**src/chg_axis_map.vh**
```
// constants for the speed/position changeover axis controller
//
// Notes on behaviour
// - switch speed to position control only on changeover input during such a run.
// - enable must be on before input; enable rising after input keeps speed control.
// - enable and input both on at start: skip speed phase, position only.
// - in-speed-control status stays on throughout the speed phase.
// - policy 0: feed value frozen in speed phase, updates from changeover.
// - policy 1: feed value updates in both phases.
// - policy 2: feed value cleared at start, updates from changeover.
// - changeover latch status sets 1 ms after changeover input turns on.
// - movement change accepted only in speed phase; otherwise ignored.
// - amount written in speed phase becomes position travel at changeover.
// - position-phase amount shown on monitor from the changeover onward.
// - any write to the movement-change word is a change request.
// - absolute-target mode ignores movement-change writes.
// - continuous-path pattern at start: refuse start, error 516.
// - previous data continuous path then changeover data: error 516, decel stop.
// - stroke check in speed phase for policy 1, non-degree; error 507/508.
// - incremental amount below decel distance: decelerate at changeover.
// - incremental changeover while accelerating raises warning 508.
// - speed phase keeps pulsing at command speed until stop or changeover.
// - incremental: move programmed amount from the switch point.
// - absolute-target mode (degree only): position to programmed address.
`ifndef CHG_AXIS_MAP_VH
`define CHG_AXIS_MAP_VH
// 1 ms at the 50 MHz clock, sized to the latch counter width
`define LATCH_CYCLES 16'hc350
`define LATCH_CNT_W 16
`define POLICY_FREEZE 2'h0
`define POLICY_UPDATE 2'h1
`define POLICY_ZERO 2'h2
`define UNIT_DEGREE 2'h2
`define PATTERN_CONT_PATH 2'h2
`define ERR_NONE 16'h0000
`define ERR_CONT_PATH 16'h0204
`define ERR_STROKE_HI 16'h01fb
`define ERR_STROKE_LO 16'h01fc
`define WARN_NONE 16'h0000
`define WARN_ACCEL 16'h01fc
`define PH_IDLE 3'h0
`define PH_SPEED 3'h1
`define PH_POS 3'h2
`define PH_DECEL 3'h3
`define PH_DONE 3'h4
`endif

```
**src/chg_input_sync.v**
```verilog
// three-stage synchroniser with agreement check for the changeover pin
`default_nettype none
module chg_input_sync (
  input wire clk,
  input wire rst_n,
  input wire ce,
  input wire pin,
  output reg level
);
  reg s1_q;
  reg s2_q;
  reg s3_q;
  // ------------------------------------------------------------
  // stages: first flop read only by the second
  // ------------------------------------------------------------
  always @(posedge clk) begin
    if (!rst_n) begin
      s1_q <= 1'b0;
      s2_q <= 1'b0;
      s3_q <= 1'b0;
      level <= 1'b0;
    end else if (ce) begin
      s1_q <= pin;
      s2_q <= s1_q;
      s3_q <= s2_q;
      // change counts once stages two and three agree
      if (s2_q == s3_q)
        level <= s3_q;
    end
  end
endmodule
`default_nettype wire

```
**src/chg_latch_timer.v**
```verilog
// delay timer: raises done a fixed count after start
`include "chg_axis_map.vh"
`default_nettype none
module chg_latch_timer #(
  parameter [`LATCH_CNT_W-1:0] CYCLES = `LATCH_CYCLES
) (
  input wire clk,
  input wire rst_n,
  input wire ce,
  input wire clear,
  input wire start,
  output reg done
);
  reg [`LATCH_CNT_W-1:0] cnt_q;
  reg run_q;
  // ------------------------------------------------------------
  // count; clear beats start so a new run restarts clean
  // ------------------------------------------------------------
  always @(posedge clk) begin
    if (!rst_n) begin
      cnt_q <= {`LATCH_CNT_W{1'b0}};
      run_q <= 1'b0;
      done <= 1'b0;
    end else if (ce) begin
      if (clear) begin
        cnt_q <= {`LATCH_CNT_W{1'b0}};
        run_q <= 1'b0;
        done <= 1'b0;
      end else if (start && !run_q && !done) begin
        cnt_q <= {{(`LATCH_CNT_W-1){1'b0}}, 1'b1};
        run_q <= 1'b1;
        if (CYCLES <= {{(`LATCH_CNT_W-1){1'b0}}, 1'b1})
          done <= 1'b1;
      end else if (run_q && !done) begin
        cnt_q <= cnt_q + {{(`LATCH_CNT_W-1){1'b0}}, 1'b1};
        if (cnt_q + {{(`LATCH_CNT_W-1){1'b0}}, 1'b1} >= CYCLES)
          done <= 1'b1;
      end
    end
  end
endmodule
`default_nettype wire

```
**src/speed_position_changeover_axis.v**
```verilog
// one axis of speed-then-position changeover control
`include "chg_axis_map.vh"
`default_nettype none
module speed_position_changeover_axis #(
  parameter [`LATCH_CNT_W-1:0] LATCH_CYCLES = `LATCH_CYCLES
) (
  input wire clk,
  input wire rst_n,
  input wire ce,
  // operation control from the host, the changeover sensor and the pulse stage
  input wire start,
  input wire stop,
  input wire changeover_enable,
  input wire changeover_input,
  input wire [1:0] feed_value_policy,
  input wire [1:0] unit_select,
  input wire [1:0] operation_pattern,
  input wire prev_pattern_cont_path,
  input wire absolute_target_enable,
  input wire [31:0] target_or_distance,
  input wire [31:0] start_feed_value,
  input wire [31:0] stroke_upper,
  input wire [31:0] stroke_lower,
  input wire [31:0] decel_distance,
  input wire accelerating,
  input wire move_pulse,
  input wire move_dir_neg,
  input wire [31:0] move_amount_change_word,
  input wire move_amount_change_write,
  input wire pos_done,
  // status back to the host and the pulse stage
  output reg in_speed_control,
  output wire changeover_latch,
  output reg in_position_control,
  output reg decel_stop,
  output reg busy,
  output reg [31:0] current_feed_value,
  output reg [31:0] position_phase_amount_monitor,
  output reg [31:0] pos_distance,
  output reg [31:0] pos_target,
  output reg absolute_target_mode,
  output reg [15:0] error_code,
  output reg [15:0] warning_code
);
  localparam [2:0] ST_IDLE = `PH_IDLE;
  localparam [2:0] ST_SPEED = `PH_SPEED;
  localparam [2:0] ST_POS = `PH_POS;
  localparam [2:0] ST_DECEL = `PH_DECEL;
  localparam [2:0] ST_DONE = `PH_DONE;

  reg [2:0] state_q;
  reg [2:0] state_d;
  reg chg_prev_q;
  reg armed_q;
  reg used_q;
  reg en_prev_q;
  reg enable_ok_q;
  reg [31:0] amount_q;
  reg stroke_err_q;
  reg [15:0] stroke_code_q;
  reg [31:0] travel_q;
  wire chg_level;
  wire chg_rise;
  wire start_ok;
  wire skip_speed;
  wire stroke_check;
  wire [31:0] next_feed;
  wire abs_ok;
  wire short_move;

  // ------------------------------------------------------------
  // input conditioning
  // ------------------------------------------------------------
  chg_input_sync u_sync (
    .clk(clk),
    .rst_n(rst_n),
    .ce(ce),
    .pin(changeover_input),
    .level(chg_level)
  );

  // single edge per operation, taken whether or not enable is on
  assign chg_rise = chg_level && !chg_prev_q && !used_q;

  // latch flag timer, cleared at every new start
  chg_latch_timer #(
    .CYCLES(LATCH_CYCLES)
  ) u_latch (
    .clk(clk),
    .rst_n(rst_n),
    .ce(ce),
    .clear(start && !busy),
    .start(chg_rise && armed_q && state_q == ST_SPEED),
    .done(changeover_latch)
  );

  // ------------------------------------------------------------
  // start qualification
  // ------------------------------------------------------------
  // continuous path data cannot start
  assign start_ok = start && !busy &&
    operation_pattern != `PATTERN_CONT_PATH;
  assign skip_speed = changeover_enable && chg_level;
  // absolute mode only in degree with policy 1, enable on and changeover input off at start
  assign abs_ok = absolute_target_enable && unit_select == `UNIT_DEGREE &&
    feed_value_policy == `POLICY_UPDATE && changeover_enable && !chg_level;
  // stroke check only meaningful for linear units with live feed value
  assign stroke_check = feed_value_policy == `POLICY_UPDATE &&
    unit_select != `UNIT_DEGREE;
  // amount too short to hold speed: braking starts at the switch itself,
  // otherwise the axis would overrun the target
  assign short_move = !absolute_target_mode &&
    amount_q < decel_distance;
  assign next_feed = move_dir_neg ? current_feed_value - 32'h00000001 :
    current_feed_value + 32'h00000001;

  // ------------------------------------------------------------
  // phase sequencer
  // ------------------------------------------------------------
  always @* begin
    state_d = state_q;
    case (state_q)
      ST_IDLE: begin
        if (start_ok && !prev_pattern_cont_path)
          state_d = skip_speed ? ST_POS : ST_SPEED;
        else if (start_ok)
          state_d = ST_DECEL;
      end
      ST_SPEED: begin
        if (stop)
          state_d = ST_DECEL;
        else if (chg_rise && armed_q) begin
          if (stroke_err_q)
            state_d = ST_DECEL;
          else if (short_move)
            state_d = ST_DECEL;
          else
            state_d = ST_POS;
        end
      end
      ST_POS: begin
        if (stop || pos_done)
          state_d = ST_DONE;
      end
      ST_DECEL: begin
        if (pos_done || stop)
          state_d = ST_DONE;
      end
      ST_DONE: state_d = ST_IDLE;
      default: state_d = ST_IDLE;
    endcase
  end

  // ------------------------------------------------------------
  // state, arming and status flags
  // ------------------------------------------------------------
  always @(posedge clk) begin
    if (!rst_n) begin
      state_q <= ST_IDLE;
      chg_prev_q <= 1'b0;
      armed_q <= 1'b0;
      used_q <= 1'b0;
      en_prev_q <= 1'b0;
      enable_ok_q <= 1'b0;
      busy <= 1'b0;
      in_speed_control <= 1'b0;
      in_position_control <= 1'b0;
      decel_stop <= 1'b0;
      absolute_target_mode <= 1'b0;
    end else if (ce) begin
      state_q <= state_d;
      chg_prev_q <= chg_level;
      en_prev_q <= changeover_enable;
      busy <= state_d != ST_IDLE;
      in_speed_control <= state_d == ST_SPEED;
      in_position_control <= state_d == ST_POS;
      decel_stop <= state_d == ST_DECEL;
      if (state_q == ST_IDLE && start_ok) begin
        used_q <= skip_speed;
        // enable must precede the input for a later changeover
        enable_ok_q <= changeover_enable && !chg_level;
        armed_q <= changeover_enable && !chg_level;
        absolute_target_mode <= abs_ok;
      end else if (state_q == ST_SPEED) begin
        // enable rising while input already high disarms
        if (changeover_enable && !en_prev_q && chg_level)
          armed_q <= 1'b0;
        else if (changeover_enable && !chg_level)
          armed_q <= 1'b1;
        else if (!changeover_enable)
          armed_q <= 1'b0;
        if (chg_rise)
          used_q <= 1'b1;
      end
    end
  end

  // ------------------------------------------------------------
  // movement amount handling
  // ------------------------------------------------------------
  always @(posedge clk) begin
    if (!rst_n) begin
      amount_q <= 32'h00000000;
      pos_distance <= 32'h00000000;
      pos_target <= 32'h00000000;
      position_phase_amount_monitor <= 32'h00000000;
    end else if (ce) begin
      if (state_q == ST_IDLE && start_ok) begin
        amount_q <= target_or_distance;
        if (skip_speed) begin
          pos_distance <= target_or_distance;
          position_phase_amount_monitor <= target_or_distance;
        end
        pos_target <= target_or_distance;
      end else if (state_q == ST_SPEED) begin
        // writes outside the speed phase fall through untouched
        if (move_amount_change_write && !absolute_target_mode)
          amount_q <= move_amount_change_word;
        // a short move brakes at once but still travels the new amount
        if (chg_rise && armed_q && !stop && !stroke_err_q) begin
          pos_distance <= amount_q;
          position_phase_amount_monitor <= amount_q;
        end
      end
    end
  end

  // ------------------------------------------------------------
  // feed value, stroke tracking, errors and warnings
  // ------------------------------------------------------------
  always @(posedge clk) begin
    if (!rst_n) begin
      current_feed_value <= 32'h00000000;
      travel_q <= 32'h00000000;
      stroke_err_q <= 1'b0;
      stroke_code_q <= `ERR_NONE;
      error_code <= `ERR_NONE;
      warning_code <= `WARN_NONE;
    end else if (ce) begin
      if (state_q == ST_IDLE && start) begin
        stroke_err_q <= 1'b0;
        travel_q <= start_feed_value;
        warning_code <= `WARN_NONE;
        if (!busy && operation_pattern == `PATTERN_CONT_PATH)
          error_code <= `ERR_CONT_PATH;
        else if (!busy && prev_pattern_cont_path)
          error_code <= `ERR_CONT_PATH;
        else
          error_code <= `ERR_NONE;
        if (feed_value_policy == `POLICY_ZERO)
          current_feed_value <= 32'h00000000;
        else
          current_feed_value <= start_feed_value;
      end else if (state_q == ST_SPEED) begin
        if (move_pulse) begin
          travel_q <= move_dir_neg ? travel_q - 32'h00000001 :
            travel_q + 32'h00000001;
          if (feed_value_policy == `POLICY_UPDATE)
            current_feed_value <= next_feed;
        end
        if (stroke_check && !stroke_err_q) begin
          if ($signed(travel_q) > $signed(stroke_upper)) begin
            stroke_err_q <= 1'b1;
            stroke_code_q <= `ERR_STROKE_HI;
          end else if ($signed(travel_q) < $signed(stroke_lower)) begin
            stroke_err_q <= 1'b1;
            stroke_code_q <= `ERR_STROKE_LO;
          end
        end
        if (chg_rise && armed_q) begin
          // error only surfaces at the changeover point
          if (stroke_err_q)
            error_code <= stroke_code_q;
          if (accelerating && !absolute_target_mode)
            warning_code <= `WARN_ACCEL;
        end
      end else if (state_q == ST_POS && move_pulse) begin
        current_feed_value <= next_feed;
      end
    end
  end

endmodule
`default_nettype wire

```
**config.mk**
```make
export PLATFORM = sky130hd
export DESIGN_NAME = speed_position_changeover_axis
export DESIGN_NICKNAME = d
export VERILOG_FILES = /design/src/chg_input_sync.v /design/src/chg_latch_timer.v /design/src/speed_position_changeover_axis.v
export VERILOG_INCLUDE_DIRS = /design/src
export SDC_FILE = /design/constraint.sdc
export NUM_CORES = 1
export LEC_CHECK = 0
export ABC_CLOCK_PERIOD_IN_PS = 6140
export BUFFER_PORTS_ARGS = -buffer_cell sky130_fd_sc_hd__buf_4
export CORE_ASPECT_RATIO = 1.75
export CORE_MARGIN = 1
export CORE_UTILIZATION = 55
export CTS_CLUSTER_DIAMETER = 80
export DETAILED_ROUTE_END_ITERATION = 10
export GPL_ROUTABILITY_DRIVEN = 0
export PLACE_DENSITY_LB_ADDON = 0.3
export SLEW_MARGIN = 25
export SYNTH_ARGS = -nofsm -noshare
export SYNTH_HDL_FRONTEND = slang
export SYNTH_HIERARCHICAL = 1
export SYNTH_SLANG_ARGS = --single-unit
```
**constraint.sdc**
```tcl
create_clock -name clk -period 6.14 [get_ports clk]
set_input_delay 0.307 -clock clk [delete_from_list [all_inputs] [get_ports clk]]
set_output_delay 0.307 -clock clk [all_outputs]
set_load 0.05 [all_outputs]
```
==> flow_metrics.py, run 1 <==
metrics = {
    "run_status": {
        "status": "finished clean",
    },
    "drt": {
        "drtPass1Iterations": 5,
        "routedWlPerCell_um": 19.5,
        "ant_nets": 0,
        "drt-total-wl_um": 48800,
        "drc": 0,
        "vias_per_cell": 6.18,
        "vias": 15500,
        "first_iter_violations": 758,
    },
    "pwr": {
        "power_frac_seq": 0.368,
        "p_sw_frac": 0.359,
        "combPwrFrac": 0.334,
        "power_switching_w": 0.00146,
        "intPower_w": 0.00261,
        "irDropWorstVdd_mv": 0.217,
        "power_density_mw_per_mm2": 227,
        "p_clk_frac": 0.298,
        "power.leakage_nw": 8.45,
    },
    "setup_path": {
        "r2r_cells": 10,
        "cp_cell_sequence": "or4b_1 > buf_4 > or3_2 > buf_4 > nor2_1 > a21oi_1 > nor2_4 > buf_4 > nor2_1 > a211oi_2",
        "required_ns": 6.55,
        "critPathKind": "reg -> reg",
        "crit_cells": 10,
        "critPathMaxFanout": 66,
        "max_stage_delay_ns": 0.79,
        "cp-start-kind": "flop",
        "cpMaxStageDelayCell": "nor2_4",
        "crit_family": "simple AND/OR/NAND/NOR gates",
        "endpoint_kind": "flop",
        "worstPathArrival_ns": 4.27,
        "crit_path_frequent_cell": "buf_4",
        "cp_num_buf_inv": 3,
    },
    "die": {
        "core_area_mm2": 0.0266,
        "start_util": 0.560,
        "fp.dieW_um": 126,
        "die_h_um": 220,
        "die_area_mm2": 0.0277,
        "rows": 79,
        "pin_count": 378,
    },
    "logic_synthesis": {
        "mappedNetlistArea_mm2": 0.0149,
        "ys_async_sr_fraction": 0,
        "ys_types": 90,
        "syn_area_per_cell_um2": 7.81,
        "ys_ff_latch": 203,
        "ys_warn_count": 6,
        "post-synth-top-area-cell": "dfxtp_1",
        "synthTopCellsByCount": "a21oi_1, dfxtp_1, nand2_1",
        "syn_inst": 1905,
        "synth_most_common_cell": "a21oi_1",
        "synth_edf_count": 0,
        "synth_flop_cell": "dfxtp_1",
        "synth.area.top_cells": "dfxtp_1, ha_1, a21oi_1",
        "synth.top_cell.area_share": 0.273,
        "seq_area_frac_synth": 0.273,
    },
    "sta": {
        "setup_tns_ns": 0,
        "rsz0062_at_grt": "false",
        "hold_viol": 0,
        "worst_hold_slack_ns": 0.0510,
        "period_share": 0.629,
        "fin_crit_ns": 3.86,
        "finClkSkew_ns": 0.0127,
        "worst_slew_pin_slew_ns": 1.05,
        "fmax_mhz": 259,
        "slew_headroom": 0.298,
        "slew_viol_final": 0,
        "setup_viol": 0,
    },
    "finish": {
        "multiInputGateArea_mm2": 0.00960,
        "drive_gt1_frac": 0.215,
        "stdcell_count": 2501,
        "fillers": 2287,
        "seqCellArea_mm2": 0.00406,
        "diodes": 0,
        "design_area_mm2": 0.0180,
        "layout.nets": 2535,
        "area_delta_synth_final_pct": 20.7,
    },
    "clock_network": {
        "ctsHoldBuffers": 0,
        "post_cts_buffers": 0,
        "htreeDepth": 1,
        "cts_tree": "done",
        "clock-sinks": 203,
        "ctsRootBufferMaster": "clkbuf_16",
        "clk_pin_slew_ns": 0.07,
        "clock_latency_ns": 0.51,
        "ctsResizeCount": 0,
        "clockBufferDepth": 3,
        "numCtsBuffers": 20,
    },
    "placed_design": {
        "io_buffers": 362,
        "dpl.cell_count": 2468,
        "dp_hpwl_um": 37400,
        "placed_cell_area_mm2": 0.0173,
    },
    "grt": {
        "grt_max_degree": 86,
        "grt_pass1_vias": 14900,
        "track_usage": 0.342,
        "grt_pass1_wl_um": 75200,
        "grt.overflow.total": 0,
        "antenna_found_initial": 0,
    },
    "min_path": {
        "holdPathStages": 3,
        "hold_path_class": "in -> reg",
    },
    "run": {
        "cap_violations": 0,
    },
}
[path summary, 6_finish.rpt]
check,from,endpoint,slack (ns)
max,state_q[0],pos_distance[24],2.28
min,target_or_distance[10],pos_target[10],0.05
max reg2reg,state_q[0],pos_distance[24],2.28
min reg2reg,pos_target[29],pos_target[29],0.45
[layout by cell type (no fill, tap or decap), types with 26 or more instances in the layout]
| master | netlist | routed |
|---|---|---|
| a21o_1 | 60 | 60 |
| ha_1 | 155 | 155 |
| buf_4 | 62 | 376 |
| o21ai_0 | 96 | 96 |
| a21oi_1 | 208 | 208 |
| nand3_1 | 46 | 46 |
| dfxtp_1 | 203 | 203 |
| nor2b_1 | 26 | 26 |
| nand2_1 | 170 | 170 |
| a211oi_1 | 58 | 58 |
| nor3_1 | 34 | 34 |
| inv_1 | 120 | 120 |
| nor2_1 | 169 | 169 |
| and2_1 | 42 | 42 |
| a211oi_2 | 30 | 30 |
[worst min-delay path, cell delays in order]
cell	delay [ns]
buf_4	0.11
nand2_1	0.05
a21oi_1	0.05
[final cells by class]
type | instances | area share
well taps | 324 | 0.0226
repair buffers | 376 | 0.157
multi-input cells | 1444 | 0.534
inverters | 121 | 0.0254
clock buffers | 27 | 0.0311
clock inverters | 6 | 0.00306
flip-flops and latches | 203 | 0.226
[metal layers]
metal | part of all wire | up-vias | track usage
met3 | 0.066 | 187 | 0.0500
met2 | 0.52 | 710 | 0.660
li1 | - | 7326 | -
met1 | 0.34 | 7229 | 0.330
met5 | 0 | - | 0
met4 | 0.074 | 0 | 0.241
[sequential cells by signal, indices dropped and copies added (netlist names), 3 cells and up]
name	count
stroke_code_q	3
state_q	3
u_latch/cnt_q	16
amount_q	32
travel_q	32
error_code	4
pos_target	32
current_feed_value	32
pos_distance	32
[stage by stage]
stage / utilization / power, W / setup WS, ns
floorplan: - / 0.00243 / 3.21
CTS: 0.676 / 0.00407 / 2.32
finish: 0.676 / 0.00407 / 2.28
global route: 0.676 / 0.00427 / 2.04
global placement: 0.652 / 0.00282 / 2.41
detailed placement: 0.652 / 0.00286 / 2.32
[power by group through the flow]
stage	Clock [W]	Sequential (W)	Combinational, W
CTS	0.00123	0.00149	0.00134
global placement	0	0.00152	0.00130
floorplan	0	0.00161	0.000816
finish	0.00121	0.00150	0.00136
global route	0.00128	0.00150	0.00148
detailed placement	0	0.00152	0.00133
[logic make-up (layout without fill, tap and decap cells)]
group	count (synthesis)	in the layout	share of synthesized area
muxes	8	8	0.00538
buffers and inverters	272	530	0.0872
AOI/OAI and AO/OA	619	619	0.281
DFF	203	203	0.273
other	1	15	0.000252
adders and majority gates	157	157	0.133
and+or+nand+nor	600	600	0.194
xor gates and xnor gates	45	45	0.0265
Power figures use the tool's default switching activity.
==> run 2, diff against run 1 <==
--- a/config.mk
+++ b/config.mk
@@ -6,11 +6,11 @@
 export SDC_FILE = /design/constraint.sdc
 export NUM_CORES = 1
 export LEC_CHECK = 0
-export ABC_CLOCK_PERIOD_IN_PS = 6140
+export ABC_CLOCK_PERIOD_IN_PS = 3300
 export BUFFER_PORTS_ARGS = -buffer_cell sky130_fd_sc_hd__buf_4
 export CORE_ASPECT_RATIO = 1.75
 export CORE_MARGIN = 1
-export CORE_UTILIZATION = 55
+export CORE_UTILIZATION = 49
 export CTS_CLUSTER_DIAMETER = 80
 export DETAILED_ROUTE_END_ITERATION = 10
 export GPL_ROUTABILITY_DRIVEN = 0
==> constraint.sdc (replaced) <==
create_clock -name clk -period 3.3 [get_ports clk]
set_input_delay 0.165 -clock clk [delete_from_list [all_inputs] [get_ports clk]]
set_output_delay 0.165 -clock clk [all_outputs]
set_load 0.05 [all_outputs]
==> flow_metrics.py, run 2 (synthesized netlist as in run 1, its figures left out) <==
metrics = {
    "grt": {
        "grt_max_degree": 71,
        "grt.overflow.total": 0,
        "grt_pass1_vias": 15500,
        "track_usage": 0.327,
        "grt_pass1_wl_um": 80100,
        "antenna_found_initial": 1,
    },
    "sta": {
        "period_share": 0.939,
        "slew_headroom": 0.545,
        "finClkSkew_ns": 0.0140,
        "fin_crit_ns": 3.10,
        "slew_viol_final": 0,
        "setup_tns_ns": 0,
        "rsz0062_at_grt": "false",
        "timing.final.ws_setup_ns": 0.200,
        "hold_viol": 0,
        "fmax_mhz": 323,
        "setup_viol": 0,
        "worst_slew_pin_slew_ns": 0.678,
    },
    "pwr": {
        "intPower_w": 0.00522,
        "p_clk_frac": 0.325,
        "p_sw_frac": 0.353,
        "combPwrFrac": 0.331,
        "power_frac_seq": 0.344,
        "power.leakage_nw": 8.98,
        "power_density_mw_per_mm2": 420,
        "irDropWorstVdd_mv": 0.365,
        "finalPower_w": 0.00808,
        "power_switching_w": 0.00285,
    },
    "clock_network": {
        "numCtsBuffers": 21,
        "clock_latency_ns": 0.53,
        "clk_pin_slew_ns": 0.07,
        "clock-sinks": 203,
        "ctsRootBufferMaster": "clkbuf_16",
        "clockBufferDepth": 3,
        "htreeDepth": 1,
        "cts_tree": "done",
    },
    "die": {
        "pin_count": 378,
        "start_util": 0.497,
        "core_area_mm2": 0.0300,
        "fp.dieW_um": 134,
        "die_h_um": 233,
        "die_area_mm2": 0.0311,
        "rows": 84,
    },
    "setup_path": {
        "cpMaxStageDelayCell": "o311ai_0",
        "max_stage_delay_ns": 0.53,
        "critPathKind": "reg -> reg",
        "r2r_cells": 11,
        "critPathMaxFanout": 6,
        "r2r_setup_slack_ns": 0.20,
        "required_ns": 3.73,
        "timing.rr.end": "travel_q[16]",
        "crit_family": "compound AO/OA/AOI/OAI gates",
        "endpoint_kind": "flop",
        "worstPathArrival_ns": 3.53,
        "cp-start-kind": "flop",
        "r2r-start": "travel_q[0]",
        "cp_num_buf_inv": 1,
        "cp_cell_sequence": "inv_1 > fa_1 > nor2b_1 > o31a_1 > o311ai_0 > a21boi_1 > o21ai_0 > a21oi_2 > a211oi_1 > xor2_1 > a221oi_1",
    },
    "drt": {
        "vias_per_cell": 5.92,
        "ant_nets": 0,
        "first_iter_violations": 644,
        "vias": 15900,
        "drt-total-wl_um": 52100,
        "dr_wl_met2_um": 26900,
        "drtPass1Iterations": 8,
        "drt-met1-wl_um": 17500,
        "top_layer": "met4",
        "met3_length_um": 3410,
        "drc": 1,
        "routedWlPerCell_um": 19.5,
    },
    "run_status": {
        "failed_checks": "DRC",
        "status": "finished with violations",
    },
    "finish": {
        "layout.nets": 2645,
        "drive_gt1_frac": 0.218,
        "design_area_mm2": 0.0192,
        "stdcell_count": 2678,
        "final_cell_mix": "buf_4, a21oi_1, dfxtp_1",
        "area_delta_synth_final_pct": 29.3,
        "final_common_cell": "buf_4",
    },
    "min_path": {
        "holdPathStages": 3,
        "hold_start": "move_amount_change_word[13]",
        "hold-path-endpoint": "amount_q[13]",
        "hold_path_class": "in -> reg",
    },
    "placed_design": {
        "io_buffers": 362,
        "place_ws_ns": 0.0367,
        "dpl.cell_count": 2553,
        "placed_cell_area_mm2": 0.0176,
        "dp_hpwl_um": 38900,
    },
    "run": {
        "cap_violations": 0,
    },
}
run 2: changes by cell type in the layout (fill, tap and decap cells not counted), moves of 2 or more:
cell	change
buf_12	+2
buf_4	+20
bufinv_16	+3
clkbuf_1	-3
clkinv_2	-2
clkinv_4	+2
dlygate4sd3_1	+87
inv_6	+2
run 2: tightest hold or removal path: stages:
cell and delay [ns]:
buf_4 0.12, a21oi_1 0.12, a211oi_1 0.08
run 2: layer usage:
metal | track usage | up-vias
li1 | - | 7565
met1 | 0.322 | 7375
met2 | 0.612 | 706
met3 | 0.0431 | 220
met4 | 0.251 | 0
met5 | 0 | -
run 2: worst max-delay path by stage:
stage                     startpoint                endpoint  slack [ns]  cells past startpoint
2_1_floorplan  current_feed_value[0]  current_feed_value[24]        0.37                     11
3_3_place_gp            move_dir_neg  current_feed_value[24]        0.18                     12
3_5_place_dp            move_dir_neg            travel_q[16]        0.04                     12
4_1_cts                  travel_q[0]            travel_q[16]        0.24                     11
5_1_grt                  travel_q[0]            travel_q[16]       0.002                     11
6_report                 travel_q[0]            travel_q[16]        0.20                     11
run 2: metrics by stage:
stage | utilization | hold WS, ns
after floorplan | - | 0.293
after global placement | 0.588 | 0.421
after detailed placement | 0.588 | 0.432
after CTS | 0.642 | 0.00145
after global routing | 0.642 | 0.0173
final | 0.642 | 0.0143
run 2: repair_timing:
item	CTS	global route
gates resized for setup	0	3
buffers inserted	0	0
hold buffers	87	0
hold endpoints to repair	93	0
endpoints found under the setup margin	0	1
run 2: power groups by stage:
| stage | Combinational, W | Clock [W] | Sequential [W] |
|---|---|---|---|
| after detailed placement | 0.00254 | 0 | 0.00282 |
| final | 0.00267 | 0.00263 | 0.00278 |
| after global routing | 0.00292 | 0.00276 | 0.00279 |
| after floorplan | 0.00152 | 0 | 0.00300 |
| after global placement | 0.00248 | 0 | 0.00282 |
| after CTS | 0.00264 | 0.00266 | 0.00277 |
run 2: layout make-up:
| cell class | count | area (um^2) |
|---|---|---|
| Antenna cell | 1 | 2.50 |
| Clock buffer | 25 | 561 |
| Clock inverter | 12 | 178 |
| Fill cell | 2530 | 10700 |
| Inverter | 121 | 457 |
| Multi-Input combinational cell | 1444 | 9600 |
| Sequential cell | 203 | 4070 |
| Tap cell | 387 | 484 |
| Timing Repair Buffer | 485 | 3880 |
==> run 3, diff against run 2 <==
--- a/config.mk
+++ b/config.mk
@@ -6,11 +6,11 @@
 export SDC_FILE = /design/constraint.sdc
 export NUM_CORES = 1
 export LEC_CHECK = 0
-export ABC_CLOCK_PERIOD_IN_PS = 3300
+export ABC_CLOCK_PERIOD_IN_PS = 3800
 export BUFFER_PORTS_ARGS = -buffer_cell sky130_fd_sc_hd__buf_4
 export CORE_ASPECT_RATIO = 1.75
 export CORE_MARGIN = 1
-export CORE_UTILIZATION = 49
+export CORE_UTILIZATION = 55
 export CTS_CLUSTER_DIAMETER = 80
 export DETAILED_ROUTE_END_ITERATION = 10
 export GPL_ROUTABILITY_DRIVEN = 0
==> constraint.sdc (replaced) <==
create_clock -name clk -period 3.8 [get_ports clk]
set_input_delay 0.19 -clock clk [delete_from_list [all_inputs] [get_ports clk]]
set_output_delay 0.19 -clock clk [all_outputs]
set_load 0.05 [all_outputs]
==> flow_metrics.py, run 3 (synthesized netlist as in run 1, its figures left out) <==
metrics = {
    "placed_design": {
        "io_buffers": 362,
        "dp_hpwl_um": 37400,
    },
    "clock_network": {
        "ctsResizeCount": 0,
        "numCtsBuffers": 21,
        "ctsRootBufferMaster": "clkbuf_16",
        "clock_latency_ns": 0.52,
        "cts_tree": "done",
        "clk_pin_slew_ns": 0.07,
        "clock-sinks": 203,
        "htreeDepth": 1,
        "clockBufferDepth": 3,
    },
    "die": {
        "start_util": 0.560,
        "die_area_mm2": 0.0277,
        "core_area_mm2": 0.0266,
        "die_h_um": 220,
        "rows": 79,
        "fp.dieW_um": 126,
        "pin_count": 378,
    },
    "sta": {
        "finClkSkew_ns": 0.0134,
        "worst_hold_slack_ns": 0.0142,
        "period_share": 0.818,
        "rsz0062_at_grt": "false",
        "fin_crit_ns": 3.11,
        "setup_viol": 0,
        "slew_viol_final": 0,
        "slew_headroom": 0.465,
        "fmax_mhz": 322,
        "hold_viol": 0,
        "worst_slew_pin_slew_ns": 0.803,
        "setup_tns_ns": 0,
    },
    "setup_path": {
        "endpoint_kind": "flop",
        "critPathMaxFanout": 6,
        "worstPathArrival_ns": 3.52,
        "required_ns": 4.21,
        "critPathKind": "reg -> reg",
        "r2r_cells": 11,
        "cp-start-kind": "flop",
    },
    "drt": {
        "drt-total-wl_um": 50200,
        "vias_per_cell": 6.23,
        "drc": 0,
        "first_iter_violations": 902,
        "vias": 15900,
        "routedWlPerCell_um": 19.6,
        "drtPass1Iterations": 5,
        "ant_nets": 0,
    },
    "run_status": {
        "status": "finished clean",
    },
    "grt": {
        "grt.overflow.total": 0,
        "grt_max_degree": 69,
        "antenna_found_initial": 0,
        "track_usage": 0.350,
        "grt_pass1_vias": 15400,
        "grt_pass1_wl_um": 77100,
    },
    "finish": {
        "fillers": 2149,
        "layout.nets": 2595,
        "final_common_cell": "buf_4",
        "final_cell_mix": "buf_4, a21oi_1, dfxtp_1",
        "area_delta_synth_final_pct": 25.0,
        "drive_gt1_frac": 0.213,
        "diodes": 0,
    },
    "pwr": {
        "combPwrFrac": 0.336,
        "power_density_mw_per_mm2": 362,
        "p_clk_frac": 0.307,
        "power_frac_seq": 0.358,
        "power.leakage_nw": 8.71,
        "irDropWorstVdd_mv": 0.331,
        "intPower_w": 0.00430,
        "p_sw_frac": 0.361,
        "power_switching_w": 0.00244,
    },
    "run": {
        "cap_violations": 0,
    },
    "min_path": {
        "hold_path_class": "in -> reg",
        "holdPathStages": 3,
    },
}
## run 3: cell count changes in the layout (fill, tap and decap cells not counted), sizes merged
cell / delta
bufinv: -3
clkinvlp: +1
inv: +1
clkinv: -3
buf: -17
dlygate4sd3: -33
diode: -1
## run 3: layout make-up
cell class / count / area [um^2] / share of cell area
Tap cell: 324 / 405 / 0.0218
Clock inverter: 8 / 85.1 / 0.00458
Timing Repair Buffer: 435 / 3410 / 0.184
Sequential cell: 203 / 4060 / 0.219
Multi-Input combinational cell: 1444 / 9600 / 0.516
Clock buffer: 25 / 571 / 0.0307
Inverter: 121 / 457 / 0.0246
## run 3: layer usage
layer / track usage / wire [um]
met1: 0.343 / 16900
met2: 0.658 / 25700
met3: 0.0437 / 3390
met4: 0.283 / 4120
met5: 0 / 0
## run 3: path summary, 6_finish.rpt
check | to | slack, ns | start
max reg2reg | travel_q[16] | 0.69 | travel_q[0]
min | amount_q[13] | 0.01 | move_amount_change_word[13]
max | travel_q[16] | 0.69 | travel_q[0]
min reg2reg | pos_target[16] | 0.46 | pos_target[16]
## run 3: timing repair
item | 4_1_cts | 5_1_grt
endpoints found under the hold margin | 58 | 0
hold buffers | 54 | 0
setup buffers | 0 | 0
## run 3: per-stage QoR
stage                     instances  worst slack, ns  utilization  total power (W)  instance area [um^2]
after floorplan                1919            0.872            -          0.00392                 14900
after global placement         2473            0.625        0.654          0.00456                 17400
after detailed placement       2473            0.547        0.654          0.00462                 17400
after CTS                      2560            0.768        0.699          0.00673                 18600
after global routing           2560            0.522        0.699          0.00705                 18600
final                          2560            0.690        0.699          0.00674                 18600
## run 3: critical path, cell delays in order (launching register included)
cell and delay [ns]:
dfxtp_1 0.49, inv_1 0.16, fa_1 0.44, nor2b_1 0.21, o31a_1 0.24, o311ai_0 0.17, a21boi_0 0.28, o21ai_0 0.15
a21oi_1 0.25, a211oi_1 0.15, xor2_1 0.17, a221oi_1 0.27
## run 3: power by group through the flow
stage | sequential, W | combinational (W) | clock (W)
finish | 0.00241 | 0.00226 | 0.00207
global route | 0.00242 | 0.00246 | 0.00217
CTS | 0.00241 | 0.00223 | 0.00209
detailed placement | 0.00245 | 0.00217 | 0
global placement | 0.00245 | 0.00211 | 0
floorplan | 0.00260 | 0.00132 | 0
